## config.mk

```make
export PLATFORM = sky130hd
export DESIGN_NAME = bit_irq_status
export DESIGN_NICKNAME = d
export VERILOG_FILES = /design/src/inc/bit_irq_pkg.sv /design/src/verilog/mem_access_timer.sv /design/src/verilog/bit_irq_status.sv
export SDC_FILE = /design/constraint.sdc
export NUM_CORES = 1
export LEC_CHECK = 0
export BUFFER_PORTS_ARGS = -buffer_cell sky130_fd_sc_hd__buf_2
export CELL_PAD_IN_SITES_DETAIL_PLACEMENT = 1
export CELL_PAD_IN_SITES_GLOBAL_PLACEMENT = 1
export CORE_MARGIN = 1.5
export CORE_UTILIZATION = 38
export CTS_BUF_LIST = sky130_fd_sc_hd__clkbuf_8 sky130_fd_sc_hd__clkbuf_16
export CTS_CLUSTER_SIZE = 14
export DETAILED_ROUTE_END_ITERATION = 6
export PLACE_DENSITY_LB_ADDON = 0.1
export SYNTH_ARGS = -nofsm -noshare
export SYNTH_HDL_FRONTEND = slang
export SYNTH_SLANG_ARGS = --single-unit
```

## constraint.sdc

```tcl
create_clock -name mclk -period 1.9 [get_ports mclk]
set_input_delay 0.19 -clock mclk [delete_from_list [all_inputs] [get_ports mclk]]
set_output_delay 0.19 -clock mclk [all_outputs]
set_load 0.01 [all_outputs]
```

## src/inc/bit_irq_pkg.sv

```systemverilog
// Purpose: shared constants, types and carriers of the terminal interrupt
//          and built-in-test status block
// Assumes: 16-bit registers reached by register index over a plain port
// Notes:   the version byte value is arbitrary
package bit_irq_pkg;

  // register port geometry
  localparam int unsigned ADDR_W = 6;
  localparam int unsigned DATA_W = 16;

  // register indexes (plain port, the index is the address)
  localparam logic [ADDR_W-1:0] REG_MASK = 6'h03;
  localparam logic [ADDR_W-1:0] REG_PEND = 6'h04;
  localparam logic [ADDR_W-1:0] REG_LOGP = 6'h05;
  localparam logic [ADDR_W-1:0] REG_BIT  = 6'h06;

  // pending / mask bit positions
  localparam int MEMORY_ACCESS_FAIL_BIT   = 15;
  localparam int LOOPBACK_FAIL_BIT        = 14;
  localparam int ADDRESS_PARITY_FAIL_BIT  = 13;
  localparam int MESSAGE_ERROR_BIT        = 11;
  localparam int SUBADDRESS_TOUCHED_BIT   = 10;
  localparam int BROADCAST_RECEIVED_BIT   = 9;
  localparam int INDEX_ZERO_BIT           = 8;
  localparam int ILLEGAL_COMMAND_BIT      = 7;
  localparam int END_OF_LIST_BIT          = 5;
  localparam int BC_CHECK_FAIL_BIT        = 4;
  localparam int BAD_OPCODE_BIT           = 3;
  localparam int RETRY_FAIL_BIT           = 2;
  localparam int BLOCK_ACCESSED_BIT       = 1;
  localparam int MONITOR_COUNT_BIT        = 0;

  // built-in-test bit positions beyond the shared top three
  localparam int CHANNEL_A_TIMEOUT_BIT    = 11;
  localparam int CHANNEL_B_TIMEOUT_BIT    = 10;

  // priority grouping of the pending register
  localparam int HIGH_GROUP_MSB           = 15;
  localparam int HIGH_GROUP_LSB           = 12;
  localparam int MEDIUM_GROUP_MSB         = 11;
  localparam int MEDIUM_GROUP_LSB         = 0;

  // implemented bits (12 and 6 of pending are unused, 12 of test unused)
  localparam logic [DATA_W-1:0] PEND_USED_MASK = 16'hefbf;
  localparam logic [DATA_W-1:0] BIT_USED_MASK  = 16'hefff;

  // reset values
  localparam logic [DATA_W-1:0] MASK_RESET     = 16'h0000;
  localparam logic [DATA_W-1:0] PEND_RESET     = 16'h0000;
  localparam logic [DATA_W-1:0] LOGP_RESET     = 16'h0000;
  localparam logic [7:0]        CORE_VERSION   = 8'h01; // arbitrary value
  localparam logic [DATA_W-1:0] BIT_RESET      = {8'h00, CORE_VERSION};

  // log ring: 32 words, low five bits are the device write pointer
  localparam int unsigned LOG_IDX_W = 5;

  // memory access watchdog, a longest time so rounded down
  localparam int unsigned CLK_PERIOD_NS   = 25;
  localparam int unsigned MEM_TIMEOUT_NS  = 1000;
  localparam int unsigned MEM_CNT_W       = 8;
  localparam logic [MEM_CNT_W-1:0] MEM_TIMEOUT_CYC =
    MEM_CNT_W'(MEM_TIMEOUT_NS / CLK_PERIOD_NS);

  // operating mode as selected by the mode pins
  typedef enum logic [1:0] {
    MODE_BC   = 2'h0,
    MODE_RT   = 2'h1,
    MODE_BM   = 2'h2,
    MODE_BMRT = 2'h3
  } mode_e;

  // watchdog states
  typedef enum logic [1:0] {
    TMR_IDLE = 2'b01,
    TMR_RUN  = 2'b10
  } tmr_state_e;

  // word-level receive errors, each a one-cycle pulse
  typedef struct packed {
    logic manchester;
    logic sync_field;
    logic word_count_high;
    logic word_count_low;
    logic word_parity;
    logic bit_count_high;
    logic bit_count_low;
    logic protocol;
  } msg_err_s;

  // terminal-mode events, each a one-cycle pulse except the select level
  typedef struct packed {
    logic message_done;
    logic subaddress_irq_select;
    logic status_message_error_flag_sent;
    logic broadcast_valid;
    logic index_to_zero;
    logic circular_wrap;
    logic illegal_command;
  } rt_evt_s;

  // controller-mode events, each a one-cycle pulse
  typedef struct packed {
    logic end_of_list;
    logic rtrt_address_match;
    logic rtrt_tr_bad;
    logic broadcast_transmit;
    logic reserved_opcode;
    logic retries_failed;
    logic block_access_op;
  } bc_evt_s;

  // loopback word pair
  typedef struct packed {
    logic              valid;
    logic [DATA_W-1:0] encoder_word;
    logic [DATA_W-1:0] decoder_word;
  } loop_s;

endpackage : bit_irq_pkg

```

## src/verilog/mem_access_timer.sv

```systemverilog
// Purpose: down-counting watchdog started by each memory access
// Assumes: start and done are one-cycle pulses in the mclk domain
// Notes:   a new start while running restarts the count
`timescale 1ns/1ps
module mem_access_timer
  import bit_irq_pkg::*;
(
  // clock and reset
  input  wire logic mclk,
  input  wire logic resetn,
  // access handshake
  input  wire logic mem_start,
  input  wire logic mem_done,
  // one-cycle pulse when the count ran out first
  output logic      expired
);

  tmr_state_e             state_r;
  tmr_state_e             state_nxt;
  logic [MEM_CNT_W-1:0]   cnt_r;
  logic [MEM_CNT_W-1:0]   cnt_nxt;
  logic                   expired_nxt;
  logic                   last_tick;

  assign last_tick = (cnt_r == MEM_CNT_W'(1));

  // next state: done beats the last tick, so a late finish is not a fail
  always_comb begin
    state_nxt   = state_r;
    cnt_nxt     = cnt_r;
    expired_nxt = 1'b0;
    unique case (state_r)
      TMR_IDLE: begin
        if (mem_start) begin
          state_nxt = TMR_RUN;
          cnt_nxt   = MEM_TIMEOUT_CYC;
        end
      end
      TMR_RUN: begin
        if (mem_start) begin
          cnt_nxt = MEM_TIMEOUT_CYC;
        end else if (mem_done) begin
          state_nxt = TMR_IDLE;
        end else if (last_tick) begin
          state_nxt   = TMR_IDLE;
          cnt_nxt     = '0;
          expired_nxt = 1'b1;
        end else begin
          cnt_nxt = cnt_r - MEM_CNT_W'(1);
        end
      end
      default: begin
        state_nxt = TMR_IDLE;
      end
    endcase
  end

  // state registers
  always_ff @(posedge mclk or negedge resetn) begin
    if (!resetn) begin
      state_r <= TMR_IDLE;
      cnt_r   <= '0;
      expired <= 1'b0;
    end else begin
      state_r <= state_nxt;
      cnt_r   <= cnt_nxt;
      expired <= expired_nxt;
    end
  end

endmodule : mem_access_timer

```

## src/verilog/bit_irq_status.sv

```systemverilog
// Purpose: interrupt mask, pending flags, log pointer and built-in-test
//          status of a serial bus terminal core
// Assumes: event inputs are one-cycle pulses synchronous to mclk
// Notes:   registers are addressed by index, read data follow one cycle
//
// What this block does
// - masked event never reaches pending flags or interrupt outputs
// - unmasking later raises nothing for an event already gone
// - any access to another register clears all pending flags
// - high interrupt output follows pending bits 15 to 12
// - medium interrupt output follows pending bits 11 to 0
// - memory access watchdog expiry sets memory fail flag, any mode
// - memory fail abandons command; terminal mode also releases bus
// - controller and terminal compare looped words; mismatch sets bit 14
// - terminal address parity error sets bit 13, inhibits run and buses
// - any word or protocol error sets message error bit 11
// - terminal status message error sent also sets bit 11
// - terminal message on selected subaddress sets bit 10
// - terminal valid broadcast sets bit 9 and suppresses status word
// - terminal index reaching zero or buffer wrap sets bit 8
// - terminal illegal command sets bit 7, replies status only
// - controller end of list command sets bit 5
// - controller address, direction or broadcast fault sets bit 4, halts
// - controller reserved opcode sets bit 3 and halts
// - controller retries exhausted sets bit 2; block access sets bit 1
// - monitor block counter at zero sets bit 0, errors included
// - log pointer: software base in top 11 bits, device advances low 5
// - test register writable except bit 12; low byte holds version after reset
// - transmitter timeout sets test bit 11 for A, 10 for B
// - control register self-test request is unsupported, starts nothing
//
// The address-and-strobe port is this design's own decision.
`timescale 1ns/1ps
module bit_irq_status
  import bit_irq_pkg::*;
(
  // clock and reset
  input  wire logic              mclk,
  input  wire logic              resetn,
  // register port
  input  wire logic [ADDR_W-1:0] addr,
  input  wire logic [DATA_W-1:0] wr_data,
  input  wire logic              wr_en,
  input  wire logic              rd_en,
  output logic      [DATA_W-1:0] rd_data,
  // operating mode and terminal address straps
  input  wire mode_e             mode,
  input  wire logic [4:0]        rt_address,
  input  wire logic              rt_address_parity,
  // memory access handshake
  input  wire logic              mem_start,
  input  wire logic              mem_done,
  // event sources
  input  wire loop_s             loopback,
  input  wire msg_err_s          msg_errors,
  input  wire rt_evt_s           rt_events,
  input  wire bc_evt_s           bc_events,
  input  wire logic              monitor_count_zero,
  input  wire logic              channel_a_tx_timeout,
  input  wire logic              channel_b_tx_timeout,
  input  wire logic              log_entry_written,
  // interrupt outputs
  output logic                   irq_high_out,
  output logic                   irq_medium_out,
  // control back to the message engine
  output logic                   abort_command,
  output logic                   release_bus,
  output logic                   execution_halt,
  output logic                   execution_enable_block,
  output logic                   bus_a_enable,
  output logic                   bus_b_enable,
  output logic                   status_suppress,
  output logic                   status_only_reply,
  output logic                   status_message_error,
  // memory-side views
  output logic      [DATA_W-1:0] log_address_word,
  output logic      [DATA_W-1:0] self_test_word
);

  // register state
  logic [DATA_W-1:0] interrupt_mask_bits_r;
  logic [DATA_W-1:0] interrupt_mask_bits_nxt;
  logic [DATA_W-1:0] pending_interrupt_flags_r;
  logic [DATA_W-1:0] pending_interrupt_flags_nxt;
  logic [DATA_W-1:0] interrupt_log_pointer_r;
  logic [DATA_W-1:0] interrupt_log_pointer_nxt;
  logic [DATA_W-1:0] built_in_test_status_r;
  logic [DATA_W-1:0] built_in_test_status_nxt;
  logic              parity_bad_r;

  // decode and event wires
  logic              hit_mask;
  logic              hit_pend;
  logic              hit_logp;
  logic              hit_bit;
  logic              other_access;
  logic              is_bc;
  logic              is_rt;
  logic              is_bm;
  logic              memory_access_fail;
  logic              loopback_compare_fail;
  logic              parity_bad;
  logic              address_parity_fail;
  logic              message_error_flag;
  logic              subaddress_touched;
  logic              broadcast_received;
  logic              index_reached_zero;
  logic              illegal_command_flag;
  logic              end_of_list_flag;
  logic              bc_check_fail;
  logic              bad_opcode_flag;
  logic              retry_fail_flag;
  logic              block_accessed_flag;
  logic              monitor_count_flag;
  logic [DATA_W-1:0] event_vec;
  logic [DATA_W-1:0] pend_set;
  logic [DATA_W-1:0] pend_kept;
  logic [DATA_W-1:0] bit_set;
  logic [DATA_W-1:0] bit_base;
  logic [DATA_W-1:0] log_advanced;
  logic [DATA_W-1:0] rd_mux;

  // register index match, used by both the write and read paths
  function automatic logic reg_hit(input logic [ADDR_W-1:0] a,
                                   input logic [ADDR_W-1:0] idx);
    reg_hit = (a == idx);
  endfunction : reg_hit

  // address decode
  assign hit_mask = reg_hit(addr, REG_MASK);
  assign hit_pend = reg_hit(addr, REG_PEND);
  assign hit_logp = reg_hit(addr, REG_LOGP);
  assign hit_bit  = reg_hit(addr, REG_BIT);

  // clear on access
  // any other core index counts, including ones outside this block
  assign other_access = (rd_en | wr_en) & ~hit_pend;

  // mode qualifiers; combined monitor-terminal counts as both
  assign is_bc = (mode == MODE_BC);
  assign is_rt = (mode == MODE_RT) | (mode == MODE_BMRT);
  assign is_bm = (mode == MODE_BM) | (mode == MODE_BMRT);

  mem_access_timer u_mem_timer (
    .mclk      (mclk),
    .resetn    (resetn),
    .mem_start (mem_start),
    .mem_done  (mem_done),
    .expired   (memory_access_fail)
  );

  assign loopback_compare_fail = (is_bc | is_rt) & loopback.valid &
    (loopback.encoder_word != loopback.decoder_word);

  // odd address parity
  // the flag fires once on the rising edge of the error so that a pending
  // clear by software is not instantly undone by a standing strap fault
  assign parity_bad          = is_rt &
                               ~(^{rt_address, rt_address_parity});
  assign address_parity_fail = parity_bad & ~parity_bad_r;

  assign message_error_flag = (|msg_errors) |
    (is_rt & (rt_events.status_message_error_flag_sent | rt_events.illegal_command));

  assign subaddress_touched   = is_rt & rt_events.message_done &
                                rt_events.subaddress_irq_select;
  assign broadcast_received   = is_rt & rt_events.broadcast_valid;
  assign index_reached_zero   = is_rt & (rt_events.index_to_zero |
                                         rt_events.circular_wrap);
  assign illegal_command_flag = is_rt & rt_events.illegal_command;

  assign end_of_list_flag    = is_bc & bc_events.end_of_list;
  assign bc_check_fail       = is_bc & (bc_events.rtrt_address_match |
                                        bc_events.rtrt_tr_bad |
                                        bc_events.broadcast_transmit);
  assign bad_opcode_flag     = is_bc & bc_events.reserved_opcode;
  assign retry_fail_flag     = is_bc & bc_events.retries_failed;
  assign block_accessed_flag = is_bc & bc_events.block_access_op;
  // monitor counter
  // the engine counts every message, erroneous or not
  assign monitor_count_flag  = is_bm & monitor_count_zero;

  // event vector in pending-register bit order
  always_comb begin
    event_vec                          = '0;
    event_vec[MEMORY_ACCESS_FAIL_BIT]  = memory_access_fail;
    event_vec[LOOPBACK_FAIL_BIT]       = loopback_compare_fail;
    event_vec[ADDRESS_PARITY_FAIL_BIT] = address_parity_fail;
    event_vec[MESSAGE_ERROR_BIT]       = message_error_flag;
    event_vec[SUBADDRESS_TOUCHED_BIT]  = subaddress_touched;
    event_vec[BROADCAST_RECEIVED_BIT]  = broadcast_received;
    event_vec[INDEX_ZERO_BIT]          = index_reached_zero;
    event_vec[ILLEGAL_COMMAND_BIT]     = illegal_command_flag;
    event_vec[END_OF_LIST_BIT]         = end_of_list_flag;
    event_vec[BC_CHECK_FAIL_BIT]       = bc_check_fail;
    event_vec[BAD_OPCODE_BIT]          = bad_opcode_flag;
    event_vec[RETRY_FAIL_BIT]          = retry_fail_flag;
    event_vec[BLOCK_ACCESSED_BIT]      = block_accessed_flag;
    event_vec[MONITOR_COUNT_BIT]       = monitor_count_flag;
  end

  // no memory of masked
  // masked events are dropped outright, never parked for a later unmask
  assign pend_set = event_vec & interrupt_mask_bits_r & PEND_USED_MASK;

  // clear then set
  // a new event in the clearing cycle survives: set wins over clear
  assign pend_kept = other_access ? PEND_RESET : pending_interrupt_flags_r;
  assign pending_interrupt_flags_nxt = pend_kept | pend_set;

  // mask register write
  assign interrupt_mask_bits_nxt = (wr_en & hit_mask) ?
                                   wr_data : interrupt_mask_bits_r;

  // log ring pointer
  // software reload wins over an advance in the same cycle; the advance
  // wraps inside the 32-word boundary and never touches the base
  assign log_advanced = {interrupt_log_pointer_r[DATA_W-1:LOG_IDX_W],
                         interrupt_log_pointer_r[LOG_IDX_W-1:0] +
                         LOG_IDX_W'(1)};
  assign interrupt_log_pointer_nxt =
    (wr_en & hit_logp) ? wr_data :
    log_entry_written  ? log_advanced : interrupt_log_pointer_r;

  // no self-test start
  // a write only stores bits; nothing here launches a test sequence
  assign bit_base = (wr_en & hit_bit) ? (wr_data & BIT_USED_MASK) :
                                        built_in_test_status_r;

  // hardware-set test bits: shared top three and channel timeouts
  // hardware sets here win over a same-cycle software write
  always_comb begin
    bit_set                          = '0;
    bit_set[MEMORY_ACCESS_FAIL_BIT]  = memory_access_fail;
    bit_set[LOOPBACK_FAIL_BIT]       = loopback_compare_fail;
    bit_set[ADDRESS_PARITY_FAIL_BIT] = address_parity_fail;
    bit_set[CHANNEL_A_TIMEOUT_BIT]   = channel_a_tx_timeout;
    bit_set[CHANNEL_B_TIMEOUT_BIT]   = channel_b_tx_timeout;
  end
  assign built_in_test_status_nxt = bit_base | bit_set;

  // read selection; unmapped indexes read as zero
  assign rd_mux = hit_mask ? interrupt_mask_bits_r     :
                  hit_pend ? pending_interrupt_flags_r :
                  hit_logp ? interrupt_log_pointer_r   :
                  hit_bit  ? built_in_test_status_r    : '0;

  // register file
  always_ff @(posedge mclk or negedge resetn) begin
    if (!resetn) begin
      interrupt_mask_bits_r     <= MASK_RESET;
      pending_interrupt_flags_r <= PEND_RESET;
      interrupt_log_pointer_r   <= LOGP_RESET;
      built_in_test_status_r    <= BIT_RESET;
      parity_bad_r              <= 1'b0;
    end else begin
      interrupt_mask_bits_r     <= interrupt_mask_bits_nxt;
      pending_interrupt_flags_r <= pending_interrupt_flags_nxt;
      interrupt_log_pointer_r   <= interrupt_log_pointer_nxt;
      built_in_test_status_r    <= built_in_test_status_nxt;
      parity_bad_r              <= parity_bad;
    end
  end

  // read data stand only in the cycle after the strobe
  always_ff @(posedge mclk or negedge resetn) begin
    if (!resetn) begin
      rd_data <= '0;
    end else begin
      rd_data <= rd_en ? rd_mux : '0;
    end
  end

  // high and medium group outputs
  // taken from the next-state so the pins move with the flags
  always_ff @(posedge mclk or negedge resetn) begin
    if (!resetn) begin
      irq_high_out   <= 1'b0;
      irq_medium_out <= 1'b0;
    end else begin
      irq_high_out   <=
        |pending_interrupt_flags_nxt[HIGH_GROUP_MSB:HIGH_GROUP_LSB];
      irq_medium_out <=
        |pending_interrupt_flags_nxt[MEDIUM_GROUP_MSB:MEDIUM_GROUP_LSB];
    end
  end

  // engine reactions to faults and events
  // these are raw event reactions, not gated by the mask: a masked fault
  // must still stop the engine even though nobody is told about it
  always_ff @(posedge mclk or negedge resetn) begin
    if (!resetn) begin
      abort_command          <= 1'b0;
      release_bus            <= 1'b0;
      execution_halt         <= 1'b0;
      execution_enable_block <= 1'b0;
      bus_a_enable           <= 1'b0;
      bus_b_enable           <= 1'b0;
      status_suppress        <= 1'b0;
      status_only_reply      <= 1'b0;
      status_message_error   <= 1'b0;
    end else begin
      abort_command          <= memory_access_fail;
      release_bus            <= memory_access_fail & is_rt;
      execution_halt         <= bc_check_fail | bad_opcode_flag;
      execution_enable_block <= parity_bad;
      bus_a_enable           <= ~parity_bad;
      bus_b_enable           <= ~parity_bad;
      status_suppress        <= broadcast_received;
      status_only_reply      <= illegal_command_flag;
      status_message_error   <= illegal_command_flag;
    end
  end

  // views handed to the memory engine and the test word transmitter
  always_ff @(posedge mclk or negedge resetn) begin
    if (!resetn) begin
      log_address_word <= LOGP_RESET;
      self_test_word   <= BIT_RESET;
    end else begin
      log_address_word <= interrupt_log_pointer_nxt;
      self_test_word   <= built_in_test_status_nxt;
    end
  end

endmodule : bit_irq_status

```

# After elaboration in Yosys (flattened, before gate mapping)
# Index checks and enable logic that the tools add are counted.
# word_totals
reg_bits	100
in_bits	95
output_inout_bits	59
elab_cells	105
# op_classes
add_sub_neg	2
eq_ne	15
n_mux	23
n_bitwise	38
reduce_logical	9
# ops
op	n
$mux 16	8
$mux 8	4
$or 16x16->16	2
$and 1x1->1	21
$eq 6x3->1 const B	3
$and 16x16->16	1
$ne 16x16->1	1
$pmux 8 s2	1
$reduce_or 12->1	1
$or 1x1->1	10
$eq 8x1->1 const B	1
$mux 2	4
$reduce_or 8->1	1
$sub 8x1->8 const B	1
$eq 2x2->1 const B	3
$eq 6x2->1 const B	1
$reduce_and 3->1	2
$reduce_xor 6->1	1
$add 5x1->5 const B	1
$mux 5	1
$eq 2x1->1 const B	2
$mux 1	4
$ne 2x2->1 const B	2
$not 1->1	4
other kinds (6)	7

# Logic depth before layout (Yosys ltp)
# depth
word_depth	8
depth_mapped	8
mapped_depth_nobuf	6

# Hierarchy
# From an unflattened synthesis, not the netlist that was laid out.
# hier_totals
cells_unflattened	411
area_unflattened_um2	4820.9
# by_module_without_submodules
mod	instances	cells_each	area_per_inst_um2	seq_area_each_um2
bit_irq_status	1	348	4195.3	2203.4
mem_access_timer	1	63	625.6	276.5

# Worst setup path after synthesis
# OpenSTA, ideal clock, no wires.
# synth_timing
path_kind	register -> register
start	reg u_mem_timer.cnt_r[2]
end	reg u_mem_timer.cnt_r[7]
setup_ns	0.129
t_arrival_ns	1.479
t_required_ns	1.771
slack_ns	0.293
stages_incl_launch_ff	6
path_buffers	0
period_less_slack_ns	1.607
cell_sequence	dfrtp_1 -> or3_1 -> or3_1 -> nor4_2 -> xnor2_1 -> nor2_1
# synth_between
elab_chain_cells	5
elab_cells_between_ends	6
cone_classes	add/sub: 1; eq/ne: 1; mux: 4
# synth_rtl
item	line	text
start: declaration	mem_access_timer.sv:20	logic [MEM_CNT_W-1:0] cnt_r;
start signal: assignment	mem_access_timer.sv:66	cnt_r <= cnt_nxt;
$sub 8x1->8 or $eq 8x1->1 (tied branches)	mem_access_timer.sv:49, mem_access_timer.sv:25	
$mux 8 (*)	mem_access_timer.sv:44	end else if (last_tick) begin
$mux 8 (*)	mem_access_timer.sv:42	end else if (mem_done) begin
$mux 8 (*)	mem_access_timer.sv:40	if (mem_start) begin
$pmux 8 s2 (*)	mem_access_timer.sv:32	unique case (state_r)
# Every way passes the cells marked *; elsewhere a longest branch is shown, timed or not. The select of a mux whose other input is x is not followed.
# A chain may end at the register's enable or synchronous reset.

# Worst setup path after layout
# Ends and elaborated chain as after synthesis.

==> metrics.md <==
| Metric | Value |
|---|---|
| Status | `completed` |
| TNS Setup | `0 ns` |
| Vias in the first global route | `4166` |
| First-pass GRT wire length | `22020 um` |
| Pre-CTS setup slack | `0.1136 ns` |
| GPL Wtd Cong | `0.7939` |
| Final clock skew | `0.006432 ns` |
| Fillers | `1405` |
| Via density per instance | `5.273` |
| Synthesis-to-finish area growth | `28.41%` |
| CTS tree | `done` |
| Largest cells by area after synthesis | `dfrtp_1, nand2_1, mux2_2, xor2_1, mux2i_1` |
| Ys async rst share | `1.000` |
| Critical Path AT | `1.98 ns` |
| CP max stage cell | `dfrtp_1` |
| Req. time, crit path | `2.12 ns` |
| Top delay family on crit path | `simple AND/OR/NAND/NOR gates` |
| Fin cells | `roughly 750` |
| Boundary Pins | `~150` |
| Footprint of the multi-input gates | `0.002061 mm2` |
| Synth warn | `0` |
| Post-Synth Simple-Gate Area | `0.1730` |
| Sequential element share of the synthesized area | `0.5308` |
| Initial antenna violation count | `0` |
| P_leak | `between 3 and 4 nW` |
| HPWL after detailed placement | `10160 um` |
| Largest family of logic cells by synthesized area | `simple AND/OR/NAND/NOR gates` |
| Initial cell density of the core | `0.3890` |
| Peak fanout along the critical path | `5` |
| EDFF count, synth | `0` |
| Power Total | `5.717 mW` |
| PortBufs | `152` |
| Post-synthesis adder-cell area fraction | `0.008034` |
| Later-pin clock latency in the skew report | `roughly 0.34 ns` |
| Met3 Wirelength | `524 um` |
| H-tree level count | `3` |
| Most used DFF post-synth | `dfrtp_1` |
| Pre-antenna DRT Iters | `4` |
| Critical Path End Type | `flop` |
| Register area | `0.002480 mm2` |
| Post-CTS setup buffers | `0` |
| Cell area after synthesis | `roughly 0.0047 mm2` |
| Met1 Wirelength | `6290 um` |
| Root buffer cell | `clkbuf_16` |
| Syn Area/Cell | `around 11 um2` |
| WP buf/inv | `0` |
| Fmax | `567.6 MHz` |
| Max incr delay on CP | `0.43 ns` |
| Placed insts | `729` |
| DRT iter0 DRCs | `131` |
| Post-synthesis mux area share | `0.1042` |
| Post-Synth XOR/XNOR Area | `0.05731` |
| Syn nets | `531` |
| PwrDens | `952.9 mW/mm2` |
| Headroom to the max-slew limit | `0.6315` |
| RSZ-0062 raised after global routing | `no` |
| Worst path most repeated cell | `or3_1` |
| Met2 WL post-DR | `6847 um` |
| Grt ovf | `0` |
| Antenna diode count | `0` |
| Highest routed layer | `met4` |
| Crit path kind | `reg -> reg` |
| Min Tclk post-route | `1.762 ns` |
| FF+latch count, synth | `99` |
| Yosys top cell area share | `0.5196` |
| Synth unique cells | `48` |
| PnR worst setup slack | `between 0.1 and 0.15 ns` |
| Post-DRT Antenna Nets | `0` |
| Complex-gate fraction of the synthesized area | `0.09695` |
| Mapped Cells | `433` |
| Total of max-cap violations | `0` |
| Synth area leader | `dfrtp_1` |
| Core area | `approximately 0.012 mm2` |
| Final setup violation count | `0` |
| # nets final | `692` |
| Fin Hold WS | `0.05238 ns` |
| Cell with the most instances after synthesis | `dfrtp_1` |
| WL per Instance | `18.62 um` |
| Die Width | `113.9 um` |
| Crit share post-route | `0.9273` |
| Fraction of layout cells with a size suffix above 1 | `0.3489` |
| Vias | `3934` |
| WL final | `13890 um` |
| Cell Chain, Critical Path | `or3_1 -> or3_1 -> nor4_2 -> xnor2_1 -> nor2_1` |
| Die H | `113.9 um` |
| Hold Vio Cnt, Final | `0` |
| Tot GR Track Use | `0.2223` |
| Clock buffer depth | `2` |
| Clock Sink Count | `99` |
| Die area | `0.01297 mm2` |
| Number of remaining DRC errors | `0` |
| Hold WC Path Type | `in -> reg` |
| Worst-margin pin slew | `0.5526 ns` |
| Commonest cells post-synth | `dfrtp_1, nand2_1, o21ai_0` |
| Reg clk slew, reported paths | `0.07 ns` |
| Largest net degree at the start of global routing | `38` |
| Startpoint Class | `flop` |
| Worst VDD drop | `482.2 uV` |
| # rows | `40` |
| Fin. max-slew vios | `0` |
| TritonCTS Buffers | `9` |
power breakdown:
group,internal [mW],switching (mW)
clock,1.09,0.794
sequential,2.38,0.268
combinational,0.566,0.625
total,4.03,1.69
flip-flops by register name (all words and copies together) (netlist names):
| signal | count |
|---|---|
| interrupt_log_pointer_r | 16 |
| interrupt_mask_bits_r | 16 |
| pending_interrupt_flags_r | 16 |
| rd_data | 16 |
| built_in_test_status_r | 15 |
| u_mem_timer.cnt_r | 8 |
| u_mem_timer.state_r | 2 |
| abort_command | 1 |
| bus_a_enable | 1 |
| execution_enable_block | 1 |
| execution_halt | 1 |
| irq_high_out | 1 |
| irq_medium_out | 1 |
| release_bus | 1 |
| status_only_reply | 1 |
| status_suppress | 1 |
| u_mem_timer.expired | 1 |
layer usage:
layer,vias to the layer above,global-route usage
li1,1834,-
met1,1979,0.2945
met2,104,0.3811
met3,17,0.02763
met4,0,0.07083
met5,-,0
per-stage QoR:
stage          area (um2)  utilization
2_1_floorplan        4672            -
3_3_place_gp         5679       0.4728
3_5_place_dp         5679       0.4728
4_1_cts              5996       0.4992
5_1_grt              6000       0.4995
6_report             6000       0.4995
cell families after synthesis:
kind of cell	count (synthesis)
muxes	45
AOI/OAI and AO/OA	68
buffers and inverters	27
xor gates and xnor gates	29
adders and majority gates	3
and+or+nand+nor	161
DFF	99
other	1
final timing paths:
path	start	end	slack (ns)	depth (start not counted)
worst max-delay path	u_mem_timer.cnt_r[2]$_DFFE_PN0P_	u_mem_timer.cnt_r[7]$_DFFE_PN0P_	0.14	5
worst min-delay path	channel_b_tx_timeout	built_in_test_status_r[10]$_DFF_PN0_	0.05	2
worst max register to register	u_mem_timer.cnt_r[2]$_DFFE_PN0P_	u_mem_timer.cnt_r[7]$_DFFE_PN0P_	0.14	5
worst min register to register	u_mem_timer.expired$_DFF_PN0_	abort_command$_DFF_PN0_	0.46	0
max in group asynchronous	resetn	built_in_test_status_r[0]$_DFFE_PN1P_	0.87	3
min in group asynchronous	resetn	rd_data[14]$_DFF_PN0_	0.38	2
area by class of cell:
cell class | count | area share
clock inverters | 5 | 0.008968
repair buffers | 171 | 0.1577
inverters | 6 | 0.003754
clock buffers | 11 | 0.04213
flip-flops and latches | 99 | 0.4133
multi-input cells | 307 | 0.3435
well taps | 147 | 0.03066
cell usage in the layout (no fill, tap or decap), types with 6 or more instances in the layout:
cell type  instances
nand3_1            8
a22oi_1           18
buf_2            151
buf_4             16
xnor2_1            7
mux2_2            17
mux2_1            12
dfrtp_1           97
nor2b_1           19
nand2_1           76
and2_1             6
mux2i_1           16
nor2_1            13
nor4_1            10
inv_1              8
xor2_1            21
clkbuf_16          9
o21ai_0           26
repair_timing:
action                                  CTS  global route
endpoints found under the setup margin    0             3
hold endpoints to repair                 35             0
hold buffers                              1             0
resized for setup                         0             1
Power figures use the tool's default switching activity.
